### config.mk
export PLATFORM = sky130hd
export DESIGN_NAME = srims_device_flat
export DESIGN_NICKNAME = d
export VERILOG_FILES = /design/src/verilog/srims_pkg.sv /design/src/verilog/srims_link_if.sv /design/src/verilog/srims_device.sv /design/src/flat_wrapper.sv
export SDC_FILE = /design/constraint.sdc
export NUM_CORES = 1
export LEC_CHECK = 0
export ABC_AREA = 1
export BUFFER_PORTS_ARGS = -buffer_cell sky130_fd_sc_hd__buf_2
export CAP_MARGIN = 20
export CELL_PAD_IN_SITES_DETAIL_PLACEMENT = 0
export CELL_PAD_IN_SITES_GLOBAL_PLACEMENT = 1
export CORE_MARGIN = 2
export CORE_UTILIZATION = 41
export DETAILED_ROUTE_END_ITERATION = 12
export GPL_TIMING_DRIVEN = 0
export PLACE_DENSITY_LB_ADDON = 0.1
export SLEW_MARGIN = 30
export SYNTH_ARGS = -nofsm -noshare
export SYNTH_HDL_FRONTEND = slang
export SYNTH_SLANG_ARGS = --single-unit
### constraint.sdc
create_clock -name i_clk -period 1.8 [get_ports i_clk]
set_input_delay 0.36 -clock i_clk [delete_from_list [all_inputs] [get_ports i_clk]]
set_output_delay 0.36 -clock i_clk [all_outputs]
set_load 0.005 [all_outputs]
### src/verilog/srims_pkg.sv
// Shared constants and types for the remote input mode select block.
package srims_pkg;
	localparam int unsigned CLK_HZ         = 10_000_000;
	localparam int unsigned HOLD_MS        = 50;
	localparam int unsigned HOLD_CYC       = (CLK_HZ / 1000) * HOLD_MS;
	localparam int unsigned HOLD_W         = 20;
	localparam logic        RST_PROP_ONLY  = 1'h0;
	localparam logic        RST_TL_SEL     = 1'h0;
	localparam logic        RST_GAIN_SEL   = 1'h0;
	localparam logic        RST_CMD_SRC    = 1'h0;
	localparam logic        RST_INCR_SEL   = 1'h0;
	localparam logic        RST_CLEAR_IN   = 1'h0;
	localparam logic [1:0]  CMD_SRC_TABLE  = 2'h0;
	localparam logic [1:0]  CMD_SRC_REG    = 2'h1;
	localparam logic [1:0]  POS_ABSOLUTE   = 2'h0;
	localparam logic [1:0]  POS_INCREMENT  = 2'h1;
	typedef enum logic [1:0] {
		SRIMS_RUN,
		SRIMS_STOP
	} srims_stop_t;
endpackage : srims_pkg

### src/verilog/srims_link_if.sv
// Remote input bit link between the network master and the servo driver.
interface srims_link_if;
	logic proportional_only_select;
	logic internal_torque_limit_select;
	logic alternate_gain_select;
	logic command_source_select;
	logic incremental_select;
	logic alarm_clear_input;
	logic movement_complete_flag;
	modport device (
		input  proportional_only_select,
		input  internal_torque_limit_select,
		input  alternate_gain_select,
		input  command_source_select,
		input  incremental_select,
		input  alarm_clear_input,
		output movement_complete_flag
	);
	modport master (
		output proportional_only_select,
		output internal_torque_limit_select,
		output alternate_gain_select,
		output command_source_select,
		output incremental_select,
		output alarm_clear_input,
		input  movement_complete_flag
	);
endinterface : srims_link_if

### src/verilog/srims_device.sv
// Servo driver end: decodes remote input bits into control mode selections.
// Summary of operation
// - Proportional select makes speed loop proportional only.
// - Torque select picks internal over forward/reverse limits.
// - Master adds proportional control at movement complete.
// - Master adds torque select for long lock.
// - Gain select switches to alternate gain set.
// - Master disables auto tuning before gain switching; here gain select is held off while auto tuning is on.
// - Source low: command from point table.
// - Source high: command from remote write registers.
// - Abs/inc honoured only with registers and absolute system.
// - Honoured input: low absolute, high incremental.
// - Clear held 50 ms clears the alarm.
// - Some alarms survive the clear input.
// - Clear without alarm cuts base only if option set.
// - Master never uses clear as stop while running.
// - Forced stop comes only from local connector.
// - Forced stop inactive: base off, brake on.
// - Forced stop active again leaves stop state.
module srims_device #(
	parameter int unsigned HOLD_CYCLES = srims_pkg::HOLD_CYC
) (
	input  wire logic       i_clk,
	input  wire logic       i_nrst,
	srims_link_if.device    link,
	input  wire logic       i_forced_stop_input,
	input  wire logic       i_alarm_raise,
	input  wire logic       i_alarm_sticky,
	input  wire logic       i_command_system_param,
	input  wire logic       i_function_select_d1_param,
	input  wire logic       i_auto_tune_on,
	input  wire logic       i_movement_done,
	output logic            o_proportional_only,
	output logic            o_internal_torque_limit,
	output logic            o_alternate_gain,
	output logic [1:0]      o_command_source,
	output logic [1:0]      o_position_mode,
	output logic            o_alarm_active,
	output logic            o_base_enable,
	output logic            o_dynamic_brake,
	output logic            o_forced_stop_state
);
	import srims_pkg::*;

	// Every output below has its own flop, the stop flag included.
	logic              emg_s1_q, emg_s1_d;
	logic              emg_s2_q, emg_s2_d;
	logic              prop_q, prop_d;
	logic              tl_q, tl_d;
	logic              gain_q, gain_d;
	logic [1:0]        src_q, src_d;
	logic [1:0]        pmode_q, pmode_d;
	logic              movement_complete_flag_q, movement_complete_flag_d;
	logic [HOLD_W-1:0] hold_q, hold_d;
	logic              fired_q, fired_d;
	logic              alarm_q, alarm_d;
	logic              sticky_q, sticky_d;
	srims_stop_t       stop_q, stop_d;
	logic              stop_flag_q, stop_flag_d;
	logic              base_q, base_d;
	logic              brake_q, brake_d;

	// The forced stop pin is the only input from outside this clock, so only it is synchronised.
	always_comb begin
		emg_s1_d = i_forced_stop_input;
		emg_s2_d = emg_s1_q;
	end

	always_ff @(posedge i_clk or negedge i_nrst) begin
		if (!i_nrst) begin
			emg_s1_q <= 1'h0;
			emg_s2_q <= 1'h0;
		end else begin
			emg_s1_q <= emg_s1_d;
			emg_s2_q <= emg_s2_d;
		end
	end

	// The link bits come from the master's flops on this clock, so they need no synchroniser.
	always_comb begin
		prop_d  = link.proportional_only_select;
		tl_d    = link.internal_torque_limit_select;
		// Auto tuning would fight the alternate gains, so the switch is held off.
		gain_d  = link.alternate_gain_select & ~i_auto_tune_on;
		src_d   = link.command_source_select ? CMD_SRC_REG : CMD_SRC_TABLE;
		pmode_d = POS_ABSOLUTE;
		if (link.command_source_select && i_command_system_param) begin
			pmode_d = link.incremental_select ? POS_INCREMENT : POS_ABSOLUTE;
		end
		movement_complete_flag_d  = i_movement_done;
	end

	always_ff @(posedge i_clk or negedge i_nrst) begin
		if (!i_nrst) begin
			prop_q  <= RST_PROP_ONLY;
			tl_q    <= RST_TL_SEL;
			gain_q  <= RST_GAIN_SEL;
			src_q   <= CMD_SRC_TABLE;
			pmode_q <= POS_ABSOLUTE;
			movement_complete_flag_q  <= 1'h0;
		end else begin
			prop_q  <= prop_d;
			tl_q    <= tl_d;
			gain_q  <= gain_d;
			src_q   <= src_d;
			pmode_q <= pmode_d;
			movement_complete_flag_q  <= movement_complete_flag_d;
		end
	end

	// The hold counter restarts whenever clear drops, so a short pulse leaves no trace.
	// Clear acts once per assertion; it must drop before it can act again.
	always_comb begin
		hold_d  = hold_q;
		fired_d = fired_q;
		if (!link.alarm_clear_input) begin
			hold_d  = '0;
			fired_d = 1'h0;
		end else if (!fired_q) begin
			if (hold_q >= HOLD_W'(HOLD_CYCLES - 1)) begin
				fired_d = 1'h1;
			end else begin
				hold_d = hold_q + HOLD_W'(1);
			end
		end
	end

	always_ff @(posedge i_clk or negedge i_nrst) begin
		if (!i_nrst) begin
			hold_q  <= '0;
			fired_q <= 1'h0;
		end else begin
			hold_q  <= hold_d;
			fired_q <= fired_d;
		end
	end

	// A new alarm in the clearing cycle wins over the clear.
	always_comb begin
		alarm_d  = alarm_q;
		sticky_d = sticky_q;
		if (fired_d && !fired_q && !sticky_q) begin
			alarm_d = 1'h0;
		end
		if (i_alarm_raise) begin
			alarm_d  = 1'h1;
			sticky_d = i_alarm_sticky | (sticky_q & alarm_q);
		end else if (!alarm_d) begin
			sticky_d = 1'h0;
		end
	end

	always_ff @(posedge i_clk or negedge i_nrst) begin
		if (!i_nrst) begin
			alarm_q  <= 1'h0;
			sticky_q <= 1'h0;
		end else begin
			alarm_q  <= alarm_d;
			sticky_q <= sticky_d;
		end
	end

	// Reset holds the stop state until the synchronised pin is seen high.
	// Brake, base and stop flag follow the next state, so all change on one edge.
	always_comb begin
		stop_d = stop_q;
		case (stop_q)
			SRIMS_RUN:  if (!emg_s2_q) stop_d = SRIMS_STOP;
			SRIMS_STOP: if (emg_s2_q) stop_d = SRIMS_RUN;
			default:    stop_d = SRIMS_STOP;
		endcase
		stop_flag_d = (stop_d == SRIMS_STOP);
		brake_d     = stop_flag_d;
		base_d      = !stop_flag_d && !alarm_d;
		// With the option set, a clear without alarm cuts the base only while held.
		if (link.alarm_clear_input && !alarm_q && i_function_select_d1_param) begin
			base_d = 1'h0;
		end
	end

	always_ff @(posedge i_clk or negedge i_nrst) begin
		if (!i_nrst) begin
			stop_q      <= SRIMS_STOP;
			stop_flag_q <= 1'h1;
			base_q      <= 1'h0;
			brake_q     <= 1'h1;
		end else begin
			stop_q      <= stop_d;
			stop_flag_q <= stop_flag_d;
			base_q      <= base_d;
			brake_q     <= brake_d;
		end
	end

	assign link.movement_complete_flag = movement_complete_flag_q;
	assign o_proportional_only         = prop_q;
	assign o_internal_torque_limit     = tl_q;
	assign o_alternate_gain            = gain_q;
	assign o_command_source            = src_q;
	assign o_position_mode             = pmode_q;
	assign o_alarm_active              = alarm_q;
	assign o_base_enable               = base_q;
	assign o_dynamic_brake             = brake_q;
	assign o_forced_stop_state         = stop_flag_q;
endmodule : srims_device

### src/flat_wrapper.sv
// flat-port wrapper written by rule: the top's interface ports become plain ports
module srims_device_flat import srims_pkg::*;
#(
	parameter int unsigned HOLD_CYCLES = srims_pkg::HOLD_CYC
)
  (i_clk, i_nrst, i_forced_stop_input, i_alarm_raise, i_alarm_sticky, i_command_system_param, i_function_select_d1_param, i_auto_tune_on, i_movement_done, o_proportional_only, o_internal_torque_limit, o_alternate_gain, o_command_source, o_position_mode, o_alarm_active, o_base_enable, o_dynamic_brake, o_forced_stop_state, link_proportional_only_select, link_internal_torque_limit_select, link_alternate_gain_select, link_command_source_select, link_incremental_select, link_alarm_clear_input, link_movement_complete_flag);
  srims_link_if link_i ();
  input  wire logic i_clk;
  input  wire logic i_nrst;
  input  wire logic i_forced_stop_input;
  input  wire logic i_alarm_raise;
  input  wire logic i_alarm_sticky;
  input  wire logic i_command_system_param;
  input  wire logic i_function_select_d1_param;
  input  wire logic i_auto_tune_on;
  input  wire logic i_movement_done;
  output logic o_proportional_only;
  output logic o_internal_torque_limit;
  output logic o_alternate_gain;
  output logic [1:0] o_command_source;
  output logic [1:0] o_position_mode;
  output logic o_alarm_active;
  output logic o_base_enable;
  output logic o_dynamic_brake;
  output logic o_forced_stop_state;
  input wire logic [$bits(link_i.proportional_only_select)-1:0] link_proportional_only_select;
  input wire logic [$bits(link_i.internal_torque_limit_select)-1:0] link_internal_torque_limit_select;
  input wire logic [$bits(link_i.alternate_gain_select)-1:0] link_alternate_gain_select;
  input wire logic [$bits(link_i.command_source_select)-1:0] link_command_source_select;
  input wire logic [$bits(link_i.incremental_select)-1:0] link_incremental_select;
  input wire logic [$bits(link_i.alarm_clear_input)-1:0] link_alarm_clear_input;
  output wire logic [$bits(link_i.movement_complete_flag)-1:0] link_movement_complete_flag;
  assign link_i.proportional_only_select = link_proportional_only_select;
  assign link_i.internal_torque_limit_select = link_internal_torque_limit_select;
  assign link_i.alternate_gain_select = link_alternate_gain_select;
  assign link_i.command_source_select = link_command_source_select;
  assign link_i.incremental_select = link_incremental_select;
  assign link_i.alarm_clear_input = link_alarm_clear_input;
  assign link_movement_complete_flag = link_i.movement_complete_flag;
  srims_device #(.HOLD_CYCLES(HOLD_CYCLES)) u_core (.i_clk(i_clk), .i_nrst(i_nrst), .link(link_i), .i_forced_stop_input(i_forced_stop_input), .i_alarm_raise(i_alarm_raise), .i_alarm_sticky(i_alarm_sticky), .i_command_system_param(i_command_system_param), .i_function_select_d1_param(i_function_select_d1_param), .i_auto_tune_on(i_auto_tune_on), .i_movement_done(i_movement_done), .o_proportional_only(o_proportional_only), .o_internal_torque_limit(o_internal_torque_limit), .o_alternate_gain(o_alternate_gain), .o_command_source(o_command_source), .o_position_mode(o_position_mode), .o_alarm_active(o_alarm_active), .o_base_enable(o_base_enable), .o_dynamic_brake(o_dynamic_brake), .o_forced_stop_state(o_forced_stop_state));
endmodule
# Word-level counts from Yosys, hierarchy flattened
# Index checks and enable logic that the tools add are counted.
# W data, S select, Z words.
[word_totals]
regBits = 37
latchBits = 0
mem_bits_rw = 0
romBits = 0
in_bits = 15
out_inout_bits = 12
elab_cells = 56
n_memories = 0
[classes]
n_addsub = 1
n_mul = 0
n_div = 0
order_cmp = 1
n_eq_ne = 5
shifts = 0
mux = 17
bitwise_logic = 4
n_reduce_logical = 13
[ops]
columns = ["op", "count"]
rows = [
  ["$mux W20", 3],
  ["$add A20 B1 Y20 const B", 1],
  ["$ge A20 B19 Y1 const B", 1],
  ["$mux W1", 10],
  ["$logic_and A1 B1 Y1", 6],
  ["$mux W2", 3],
  ["$ne A2 B2 Y1 const B", 3],
  ["$logic_not A1 Y1", 5],
  ["$eq A2 B1 Y1 const B", 2],
  ["$pmux W2 S2", 1],
  ["$and A1 B1 Y1", 2],
  ["$logic_not A2 Y1", 1],
  ["$reduce_and A2 Y1", 1],
  ["$not A1 Y1", 1],
  ["$or A1 B1 Y1", 1],
]

# Longest topological paths before layout
# Gate-level depths: netlist of the first run.
[logic_depth]
ltp_word = 11
mapped_depth = 14
mapped_depth_nobuf = 13

# Worst setup path after synthesis of the first run
# No wires, ideal clock.
[synth_path]
kind = "register to register"
startpoint = "register u_core.hold_q[0]"
endpoint = "register u_core.hold_q[14]"
setup_ps = 118
arrival_ps = 1505
required_ps = 1682
path_slack_ps = 178
path_stages_with_launch = 15
path_buffers = 1
period_less_slack_ps = 1622
cell_sequence = "dfrtp_1 > ha_1 > nand2_2 > inv_2 > nand2_2 > nand2_1 > nand2_1 > nand2_1 > nand2_2 > nand2_4 > nand2_4 > inv_4 > buf_8 > nand2_1 > o21ai_2"
[synth_between]
elab_chain_len = 4
[synth_rtl]
columns = ["element", "line_no", "source"]
rows = [
  ["from (decl)", "srims_device.sv:54", "logic [HOLD_W-1:0] hold_q, hold_d;"],
  ["from (signal assigned)", "srims_device.sv:133", "hold_q <= hold_d;"],
  ["$add A20 B1 Y20", "srims_device.sv:123", "hold_d = hold_q + HOLD_W'(1);"],
  ["$mux W20", "srims_device.sv:120", "if (hold_q >= HOLD_W'(HOLD_CYCLES - 1)) begin"],
  ["$mux W20", "srims_device.sv:119", "end else if (!fired_q) begin"],
  ["$mux W20", "srims_device.sv:116", "if (!link.alarm_clear_input) begin"],
]
# Several ways; a longest one is shown, not always the timed one. The select of a mux whose other input is x is not followed.
# A chain may end at the register's enable or synchronous reset.

# Final worst setup path of the first run
[layout_path]
startpoint = "register u_core.hold_q[0]"
endpoint = "register u_core.hold_q[16]"
# Same word-level chain as after synthesis.

==> results.tsv, run 1 <==
metric	value	unit
CP Launch Point	u_core.hold_q[0]	
met1 Usage GRT	24.6	%
sequential share of power	53.8	%
Largest register FFs	20	
xor and xnor area share after synthesis	4.41	%
status	finished clean	
max frequency	579	MHz
global-route wire length before repair	7030	µm
unrepaired setup endpoints after global routing	true	
worst hold-check path type	input pin to asynchronous set/reset pin	
PortBufs	24	
#FFs+latches synth	34	
GP Congestion	0.802	
clk_skew	0.00627	ns
final wirelength	4380	µm
Starting Density	41.9	%
full die area	4900	µm²
antenna violations before repair	0	
FF-to-FF setup slack	0.07	ns
Worst-path clk slew	0.07	ns
Total GRT Usage	18.4	%
Max Cap Viol	0	
Critical Path RT	1.98	ns
largest net degree at the start of global routing	35	
R2R depth	14	
final setup violating endpoints	0	
number of global-route vias before repair	1518	
final slew viol count	0	
M3 GR Usage	4.62	%
Crit Path Category	flop to flop	
Iter 0 DRT Violations	100	
Clock Sinks	34	
pwr dens	646	nW/µm²
pre-CTS WS	-0.0916	ns
drt via density	4.97	
Cells after Synth	217	
Ys Warns	0	
post-synthesis simple-gate area fraction	30.7	%
die height	70.0	µm
area of the mapped netlist	1790	µm²
r2r startpoint	u_core.hold_q[0]	
main combinational cell family by area after synthesis	simple AND/OR/NAND/NOR gates	
Syn Area/Cell	8.24	µm²
Placeable Area	4260	µm²
clock power share	40.0	%
P_leak	1.10	nW
Filler cells	426	
sw frac	23.4	%
number of CTS-inserted buffers	5	
compound-gate portion of the synthesized area	6.93	%
Final #Nets	275	
first-pass detailed-route iteration total	4	
final hold vios	0	
# hold bufs at CTS	0	
WP data arrival	1.90	ns
# H-tree levels	2	
final worst setup slack	0.0737	ns
DR WL/cell	14.0	µm
number of diodes	0	
CTS Root Cell	clkbuf_8	
chip width	70.0	µm
worst slew pin tran	0.767	ns
met2 Use GR	28.9	%
multi-input logic area	851	µm²
Vias	1552	
final core occ	53.5	%
register area	853	µm²
Synth cell types	31	
P_int	1.13	mW
Clk Latency, worst-skew pair	0.28	ns
critical path launch point type	flop	
residual DRC count	0	
gr busiest metal	met2	
clk buf depth	2	
min cycle time layout	1.73	ns
post-synthesis adder-cell area fraction	0.700	%
# IOs	27	
post-route ant nets	0	
P&R area growth vs syn	27.6	%
register area share after synthesis	47.7	%
CTS tree	yes	
Combinational Power Share	6.1	%
CP endpoint	u_core.hold_q[16]	
Biggest register	u_core.hold_q	
fraction of layout cells with a size suffix above 1	29.2	%
dpl hpwl	2980	µm
maximum VDD drop	0.400	mV
post-synthesis mux area share	0	%
num rows	24	
total net switching power	0.345	mW
largest fanout on the critical path	6	
Worst Setup End Kind	flop	
Rel. slew slack	48.9	%
r2r endpoint	u_core.hold_q[16]	
hold slack	0.140	ns
period utilisation layout	95.9	%
total gr overflow	0	
kinds of logic after synthesis:
kind of cell	after synthesis
AOI/OAI and AO/OA	21
xor gates and xnor gates	9
adders and majority gates	1
buffers and inverters	34
DFF	34
other	1
and+or+nand+nor	117
per-layer routing:
| metal | up-vias | share of wire, % |
|---|---|---|
| met5 | - | 0 |
| met4 | 0 | 2.1 |
| met3 | 9 | 4.2 |
| met2 | 40 | 47 |
| met1 | 728 | 47 |
| li1 | 775 | - |
cell type report:
| type | instances | area share, % |
|---|---|---|
| plain buffers | 8 | 3.29 |
| clock buffers | 7 | 3.78 |
| clock inverters | 1 | 0.219 |
| inverters | 26 | 4.61 |
| multi-input cells | 151 | 37.3 |
| flip-flops and latches | 34 | 37.4 |
| well taps | 52 | 2.85 |
| repair buffers | 33 | 10.5 |
critical path, stage by stage, from the launching register on:
cell and delay [ns]:
dfrtp_2 0.46, ha_4 0.19, nand2_4 0.08, inv_2 0.03, nand2_2 0.07, nand2_2 0.05, nand2_1 0.05, nand2_1 0.06
nand2_2 0.09, nand2_4 0.10, nand2_8 0.14, inv_8 0.05, buf_8 0.13, nand2_2 0.05, o21ai_1 0.06
worst min path at each step:
| stage | from | end | slack, ns | depth (start not counted) |
|---|---|---|---|---|
| floorplan | i_nrst | u_core.emg_s1_q | 0.06 | 0 |
| global placement | u_core.emg_s1_q | u_core.emg_s2_q | 0.34 | 0 |
| detailed placement | u_core.emg_s1_q | u_core.emg_s2_q | 0.34 | 0 |
| CTS | i_nrst | u_core.hold_q[5] | 0.17 | 1 |
| global route | link_internal_torque_limit_select | u_core.o_internal_torque_limit | 0.16 | 1 |
| finish | i_nrst | u_core.hold_q[6] | 0.14 | 1 |
repair_timing:
item / in CTS / in global routing
gates resized for setup: 2 / 22
gates cloned: 0 / 3
setup buffers: 0 / 6
pin swaps: 0 / 8
setup endpoints to repair: 18 / 18
cell usage after synthesis, drive strengths merged:
| cell type | number | share of area (%) |
|---|---|---|
| inv | 26 | 5.6 |
| nand3b | 7 | 2.9 |
| xor2 | 7 | 3.4 |
| nor3 | 5 | 1.4 |
| dfstp | 1 | 1.5 |
| conb | 1 | 0.21 |
| nand3 | 21 | 5.9 |
| nor3b | 1 | 0.70 |
| dfrtp | 33 | 46 |
| and3 | 1 | 0.35 |
| a21oi | 2 | 0.77 |
| and2 | 1 | 0.35 |
| a31o | 2 | 0.98 |
| a22o | 1 | 0.49 |
| clkbuf | 2 | 0.42 |
| buf | 6 | 3.4 |
| nor2 | 25 | 5.2 |
| o21ai | 16 | 4.7 |
| nand4 | 5 | 1.7 |
| ha | 1 | 0.70 |
| nand2 | 51 | 12 |
| xnor2 | 2 | 0.98 |
cells in the final DEF (no fill, tap or decap), types with 2 or more instances in the layout:
master,synthesis,final
o21ai_1,11,9
inv_2,2,2
nand2_4,2,4
conb_1,1,3
xor2_1,7,7
o21ai_2,1,3
o21ai_0,4,4
nand2_2,4,10
nand2_1,45,36
clkbuf_8,0,6
dfrtp_1,33,32
xnor2_1,2,2
buf_4,3,9
clkbuf_1,2,3
nand4_1,5,5
nor3_1,5,5
a31o_2,2,2
inv_1,23,23
a21oi_2,1,2
nand3b_1,7,7
clkbuf_16,0,3
buf_8,1,3
buf_2,0,24
nand3_1,21,20
nor2_1,25,25
power by group through the flow:
stage / clock [mW] / sequential, mW / combinational (mW)
final: 0.590 / 0.793 / 0.0904
after global routing: 0.643 / 0.794 / 0.103
after CTS: 0.613 / 0.790 / 0.0803
after detailed placement: 0 / 0.805 / 0.0795
after global placement: 0 / 0.804 / 0.0788
after floorplan: 0 / 0.805 / 0.0295
metrics by stage:
stage               instances  TNS, ns  power [mW]  cell area, µm²
finish                    312        0        1.47            2280
global route              312   -0.332        1.54            2280
CTS                       303        0        1.48            2080
detailed placement        295    -1.19       0.884            1980
global placement          295   -0.732       0.883            1980
floorplan                 219        0       0.834            1800
Note: power is estimated with default switching activity, not from simulation.
==> run 2: changes to the inputs <==
PLACE_DENSITY_LB_ADDON = 0.3   (was 0.1)
==> results.tsv, run 2 (synthesis results as in run 1) <==
metric	value	unit	change
status	finished clean		
final slew viol count	0		unchanged
sw frac	23.7	%	+0.32 points
Crit Path Category	flop to flop		
period utilisation layout	95.8	%	-0.13 points
P&R area growth vs syn	22.6	%	
final setup violating endpoints	0		unchanged
largest fanout on the critical path	7		+1
clk buf depth	2		unchanged
full die area	4900	µm²	unchanged
Iter 0 DRT Violations	56		-44%
residual DRC count	0		unchanged
num rows	24		unchanged
number of diodes	0		unchanged
first-pass detailed-route iteration total	4		unchanged
final non-filler cell area	2190	µm²	-3.9%
Total GRT Usage	17.7	%	-0.68 points
Starting Density	41.9	%	unchanged
total negative slack	0	ns	unchanged
Max Cap Viol	0		unchanged
antenna violations before repair	0		unchanged
worst hold-check path type	input pin to asynchronous set/reset pin		
total net switching power	0.338	mW	-1.9%
Clk Latency, worst-skew pair	0.29	ns	about the same
# H-tree levels	2		unchanged
Rel. slew slack	48.6	%	-0.24 points
GP Congestion	0.850		+6.1%
largest net degree at the start of global routing	35		unchanged
# IOs	27		unchanged
dpl hpwl	2840	µm	-5.0%
multi-input logic area	813	µm²	-4.4%
PortBufs	24		unchanged
DR WL/cell	13.1	µm	-6.7%
final hold vios	0		unchanged
pwr dens	650	nW/µm²	+0.69%
total power	1.43	mW	-3.2%
Clock Sinks	34		unchanged
# hold bufs at CTS	0		unchanged
P_leak	1.03	nW	-6.3%
hold slack	0.148	ns	+0.00735 ns
Combinational Power Share	6.2	%	about the same
number of CTS-inserted buffers	5		unchanged
Filler cells	414		-2.8%
post-route ant nets	0		unchanged
Final #Nets	272		-1.1%
clock power share	38.1	%	-1.9 points
drt via density	4.87		-2.0%
Placement Cell Area	1980	µm²	unchanged
min cycle time layout	1.72	ns	-0.00234 ns
maximum VDD drop	0.576	mV	+44%
R2R depth	14		unchanged
global-route wire length before repair	6730	µm	-4.2%
fraction of layout cells with a size suffix above 1	24.9	%	-4.3 points
final wirelength	4050	µm	-7.6%
P_int	1.09	mW	-3.6%
CTS Root Cell	clkbuf_8		
number of global-route vias before repair	1409		-7.2%
commonest cells after routing, fill and taps aside	nand2_1, dfrtp_1, nor2_1		
total gr overflow	0		unchanged
chip width	70.0	µm	unchanged
Worst Setup End Kind	flop		
Critical Path RT	1.97	ns	about the same
final std cells w/o fill	309		-0.96%
placed insts	295		unchanged
die height	70.0	µm	unchanged
max frequency	580	MHz	+0.14%
clk_skew	0.00904	ns	+0.00277 ns
Vias	1506		-3.0%
worst slew pin tran	0.771	ns	+0.00360 ns
register area	853	µm²	unchanged
CTS tree	yes		
unrepaired setup endpoints after global routing	true		
commonest non-fill, non-tap cell in the layout	nand2_1		
sequential share of power	55.6	%	+1.8 points
Largest register FFs	20		unchanged
Placeable Area	4260	µm²	unchanged
Biggest register	u_core.hold_q		
critical path launch point type	flop		
Worst-path clk slew	0.07	ns	about the same
WP data arrival	1.90	ns	about the same
-- run 2: routing by layer --
| layer | track usage [%] | part of all wire, % | vias to the layer above |
|---|---|---|---|
| li1 | - | - | 772 |
| met1 | 24.9 | 48 | 688 |
| met2 | 26.9 | 46 | 41 |
| met3 | 4.62 | 5.5 | 5 |
| met4 | 5.77 | 0.96 | 0 |
| met5 | 0 | 0 | - |
-- run 2: timing repair --
action | CTS | global route
gates cloned | 0 | 2
buffers inserted | 0 | 4
hold endpoints to repair | 0 | 0
setup endpoints to repair | 17 | 18
pin swaps | 0 | 4
resized for setup | 2 | 10
-- run 2: final timing paths --
| kind | from | to | slack, ns |
|---|---|---|---|
| min in group i_clk | link_proportional_only_select | u_core.o_proportional_only | 0.18 |
| worst min register to register | u_core.emg_s1_q | u_core.emg_s2_q | 0.37 |
| worst max-delay path | u_core.hold_q[0] | u_core.hold_q[13] | 0.08 |
| max in group asynchronous | i_nrst | u_core.hold_q[0] | 1.11 |
| worst max register to register | u_core.hold_q[0] | u_core.hold_q[13] | 0.08 |
| worst min-delay path | i_nrst | u_core.hold_q[9] | 0.15 |
-- run 2: area by class of cell --
class | instances | area share (%)
well taps | 52 | 2.97
clock buffers | 6 | 3.31
flip-flops and latches | 34 | 38.9
plain buffers | 8 | 3.42
repair buffers | 30 | 9.13
clock inverters | 2 | 0.457
multi-input cells | 151 | 37.1
inverters | 26 | 4.68
-- run 2: critical path, cell delays in order (launching register included) --
cell       delay [ns]
dfrtp_2          0.46
ha_4             0.19
nand2_4          0.07
inv_2            0.03
nand2_2          0.06
nand2_1          0.06
nand2_1          0.05
nand2_1          0.06
nand2_2          0.10
nand2_4          0.10
nand2_8          0.13
inv_6            0.05
clkbuf_16        0.15
nand2_1          0.05
nand2_1          0.05
-- run 2: power groups by stage --
stage                     clock [mW]  sequential, mW  combinational, mW
after floorplan                    0           0.805             0.0295
after global placement             0           0.804             0.0781
after detailed placement           0           0.805             0.0794
after CTS                      0.566           0.791             0.0799
after global routing           0.603           0.795             0.0997
final                          0.544           0.793             0.0887
-- run 2: stage by stage --
stage / setup slack (ns) / util (%)
6_report: 0.0760 / 51.4
5_1_grt: -0.0369 / 51.4
4_1_cts: 0.0381 / 48.5
3_5_place_dp: -0.0581 / 46.4
3_3_place_gp: -0.0453 / 46.4
2_1_floorplan: 0.178 / -
==> run 3: changes to the inputs <==
--- a/config.mk
+++ b/config.mk
@@ -7,3 +7,2 @@
 export LEC_CHECK = 0
-export ABC_AREA = 1
 export BUFFER_PORTS_ARGS = -buffer_cell sky130_fd_sc_hd__buf_2
@@ -13,3 +12,3 @@
 export CORE_MARGIN = 2
-export CORE_UTILIZATION = 41
+export CORE_UTILIZATION = 43
 export DETAILED_ROUTE_END_ITERATION = 12
@@ -17,2 +16,3 @@
 export PLACE_DENSITY_LB_ADDON = 0.3
+export SKIP_CTS_REPAIR_TIMING = 1
 export SLEW_MARGIN = 30
--- a/constraint.sdc
+++ b/constraint.sdc
@@ -3,2 +3,2 @@
 set_output_delay 0.36 -clock i_clk [all_outputs]
-set_load 0.005 [all_outputs]
+set_load 0.05 [all_outputs]
==> results.tsv, run 3 <==
metric	value	unit	change
Combinational Power Share	8.6	%	+2.4 points
residual DRC count	0		unchanged
post-synthesis adder-cell area fraction	0.735	%	+0.035 points
top-area cell type share of the netlist area	48.5	%	+2.3 points
min cycle time layout	1.89	ns	+0.167 ns
post-route ant nets	0		unchanged
critical path's largest stage delay	0.56	ns	+0.10 ns
Crit-path slowest cell	or4b_4		
CTS Root Cell	clkbuf_8		
compound-gate portion of the synthesized area	15.2	%	+8.3 points
largest net degree at the start of global routing	35		unchanged
total gr overflow	0		unchanged
Cells after Synth	164		-24%
DR WL/cell	14.6	µm	+11%
antenna violations before repair	0		unchanged
sw frac	24.5	%	+0.74 points
Max Cap Viol	0		unchanged
Post-synth top cells	dfrtp_1, nand2_1, nand2b_1, mux2i_1, a21oi_1		
Crit Path Category	flop to flop		
clk_skew	0.0119	ns	+0.00283 ns
worst-path cell chain	or4b_4 > a311oi_4 > buf_6 > a21oi_4 > o22a_1		
Post-synth EDFFs	0		unchanged
xor and xnor area share after synthesis	0	%	-4.4 points
final slew viol count	0		unchanged
number of global-route vias before repair	1352		-4.0%
area of the mapped netlist	1700	µm²	-4.8%
Syn Area/Cell	10.4	µm²	+26%
CTS tree	yes		
Worst-path clk slew	0.07	ns	about the same
max frequency	529	MHz	-8.9%
worst slew pin tran	0.735	ns	-0.0356 ns
maximum VDD drop	0.490	mV	-15%
full die area	4480	µm²	-8.7%
clock power share	38.4	%	+0.3 points
# H-tree levels	2		unchanged
commonest non-fill, non-tap cell in the layout	dfrtp_1		
sequential share of power	53.0	%	-2.6 points
#FFs+latches synth	34		unchanged
register area share after synthesis	50.0	%	+2.4 points
R2R depth	5		-9
number of diodes	0		unchanged
final worst setup slack	-0.0914	ns	-0.167 ns
final hold vios	0		unchanged
Final #Nets	220		-19%
Starting Density	45.5	%	+3.6 points
hold slack	0.129	ns	-0.0184 ns
Placeable Area	3740	µm²	-12%
total power	1.49	mW	+4.6%
PortBufs	24		unchanged
num rows	22		-8.3%
critical path launch point type	flop		
drt via density	5.63		+16%
Clock Sinks	34		unchanged
P_int	1.13	mW	+3.6%
Rel. slew slack	51.0	%	+2.4 points
Synth area leader	dfrtp_1		
post-synthesis mux area share	7.05	%	+7.1 points
pwr dens	706	nW/µm²	+8.6%
Synth cell types	43		+39%
Biggest register	u_core.hold_q		
GP Congestion	0.850		about the same
Worst Setup End Kind	flop		
Total GRT Usage	18.4	%	+0.61 points
main combinational cell family by area after synthesis	simple AND/OR/NAND/NOR gates		
WP data arrival	2.06	ns	+0.16 ns
period utilisation layout	105	%	+9.3 points
unrepaired setup endpoints after global routing	true		
die height	66.9	µm	-4.4%
chip width	66.9	µm	-4.4%
Synth area leaders	dfrtp_1, mux2i_1, nand2b_1, nand2_1, a211oi_1		
largest fanout on the critical path	5		-2
final setup violating endpoints	16		+16
pre-CTS WS	-0.114	ns	-0.0558 ns
commonest cells after routing, fill and taps aside	dfrtp_1, buf_2, nand2_1		
post-synthesis simple-gate area fraction	22.4	%	-8.3 points
Critical Path RT	1.97	ns	about the same
# IOs	27		unchanged
clk buf depth	2		unchanged
global-route wire length before repair	6100	µm	-9.4%
failing checks	negative setup slack		
first-pass detailed-route iteration total	4		unchanged
worst hold-check path type	input pin to asynchronous set/reset pin		
total net switching power	0.365	mW	+7.9%
async set-or-reset flop fraction in the synthesized netlist	100	%	unchanged
Clk Latency, worst-skew pair	0.29	ns	about the same
fraction of layout cells with a size suffix above 1	29.8	%	+4.9 points
P&R area growth vs syn	24.0	%	
Iter 0 DRT Violations	50		-11%
Ys Warns	0		unchanged
cell with the most instances after synthesis	dfrtp_1		
P_leak	0.948	nW	-7.6%
final wirelength	3680	µm	-9.0%
number of CTS-inserted buffers	5		unchanged
Vias	1425		-5.4%
status	finished with violations		
most used flip-flop cell after synthesis	dfrtp_1		
Largest register FFs	20		unchanged
dpl hpwl	2560	µm	-9.7%
==> run 3: layer usage <==
layer	up-vias	part of all wire, %	GRT usage (%)
li1	677	-	-
met1	700	44	23.9
met2	41	49	29.4
met3	7	5.3	3.21
met4	0	1.9	9.18
met5	-	0	0
==> run 3: final timing paths <==
check                                                   start                          to  slack, ns
worst max-delay path                        u_core.hold_q[14]       u_core.o_alarm_active      -0.09
worst min-delay path                                   i_nrst           u_core.hold_q[16]       0.13
min in group i_clk              link_proportional_only_select  u_core.o_proportional_only       0.19
max in group asynchronous                              i_nrst           u_core.hold_q[13]       1.16
worst max register to register              u_core.hold_q[14]       u_core.o_alarm_active      -0.09
worst min register to register                u_core.emg_s1_q             u_core.emg_s2_q       0.36
==> run 3: cell type report <==
type                    instances  area, µm²
flip-flops and latches         34        855
clock buffers                   7       86.3
repair buffers                 31        173
clock inverters                 1       5.00
fillers                       346       1630
plain buffers                   9       55.1
multi-input cells             118        860
well taps                      48       60.1
inverters                       5       18.8
==> run 3: metrics by stage <==
| step | setup TNS (ns) | instance area (µm²) | util, % | cells |
|---|---|---|---|---|
| after detailed placement | -1.21 | 1890 | 50.5 | 238 |
| after CTS | -1.80 | 1980 | 52.9 | 246 |
| after global routing | -1.92 | 2110 | 56.4 | 253 |
| final | -0.833 | 2110 | 56.4 | 253 |
| after floorplan | 0 | 1710 | - | 166 |
| after global placement | -0.419 | 1890 | 50.5 | 238 |
==> run 3: critical path, delay by kind of cell (launching register included) <==
| kind | cells | cell delay, ns |
|---|---|---|
| AO/OA/AOI/OAI | 3 | 0.59 |
| AND/OR/NAND/NOR | 1 | 0.56 |
| flip-flops | 1 | 0.42 |
| buffers and inverters | 1 | 0.20 |
==> run 3: kinds of logic (layout without fill, tap and decap cells) <==
| logic type | after synthesis | after routing |
|---|---|---|
| AO/OA/AOI/OAI | 34 | 34 |
| adder cells (fa/ha/maj) | 1 | 1 |
| buffers and inverters | 14 | 53 |
| flip-flops | 34 | 34 |
| multiplexers | 12 | 12 |
| other | 1 | 3 |
| AND/OR/NAND/NOR | 68 | 68 |
==> run 3: power groups by stage <==
stage               registers (mW)  logic, mW  clock network, mW
global route                 0.791      0.142              0.623
CTS                          0.790      0.129              0.588
floorplan                    0.831     0.0501                  0
global placement             0.803      0.126                  0
detailed placement           0.804      0.128                  0
finish                       0.790      0.128              0.573
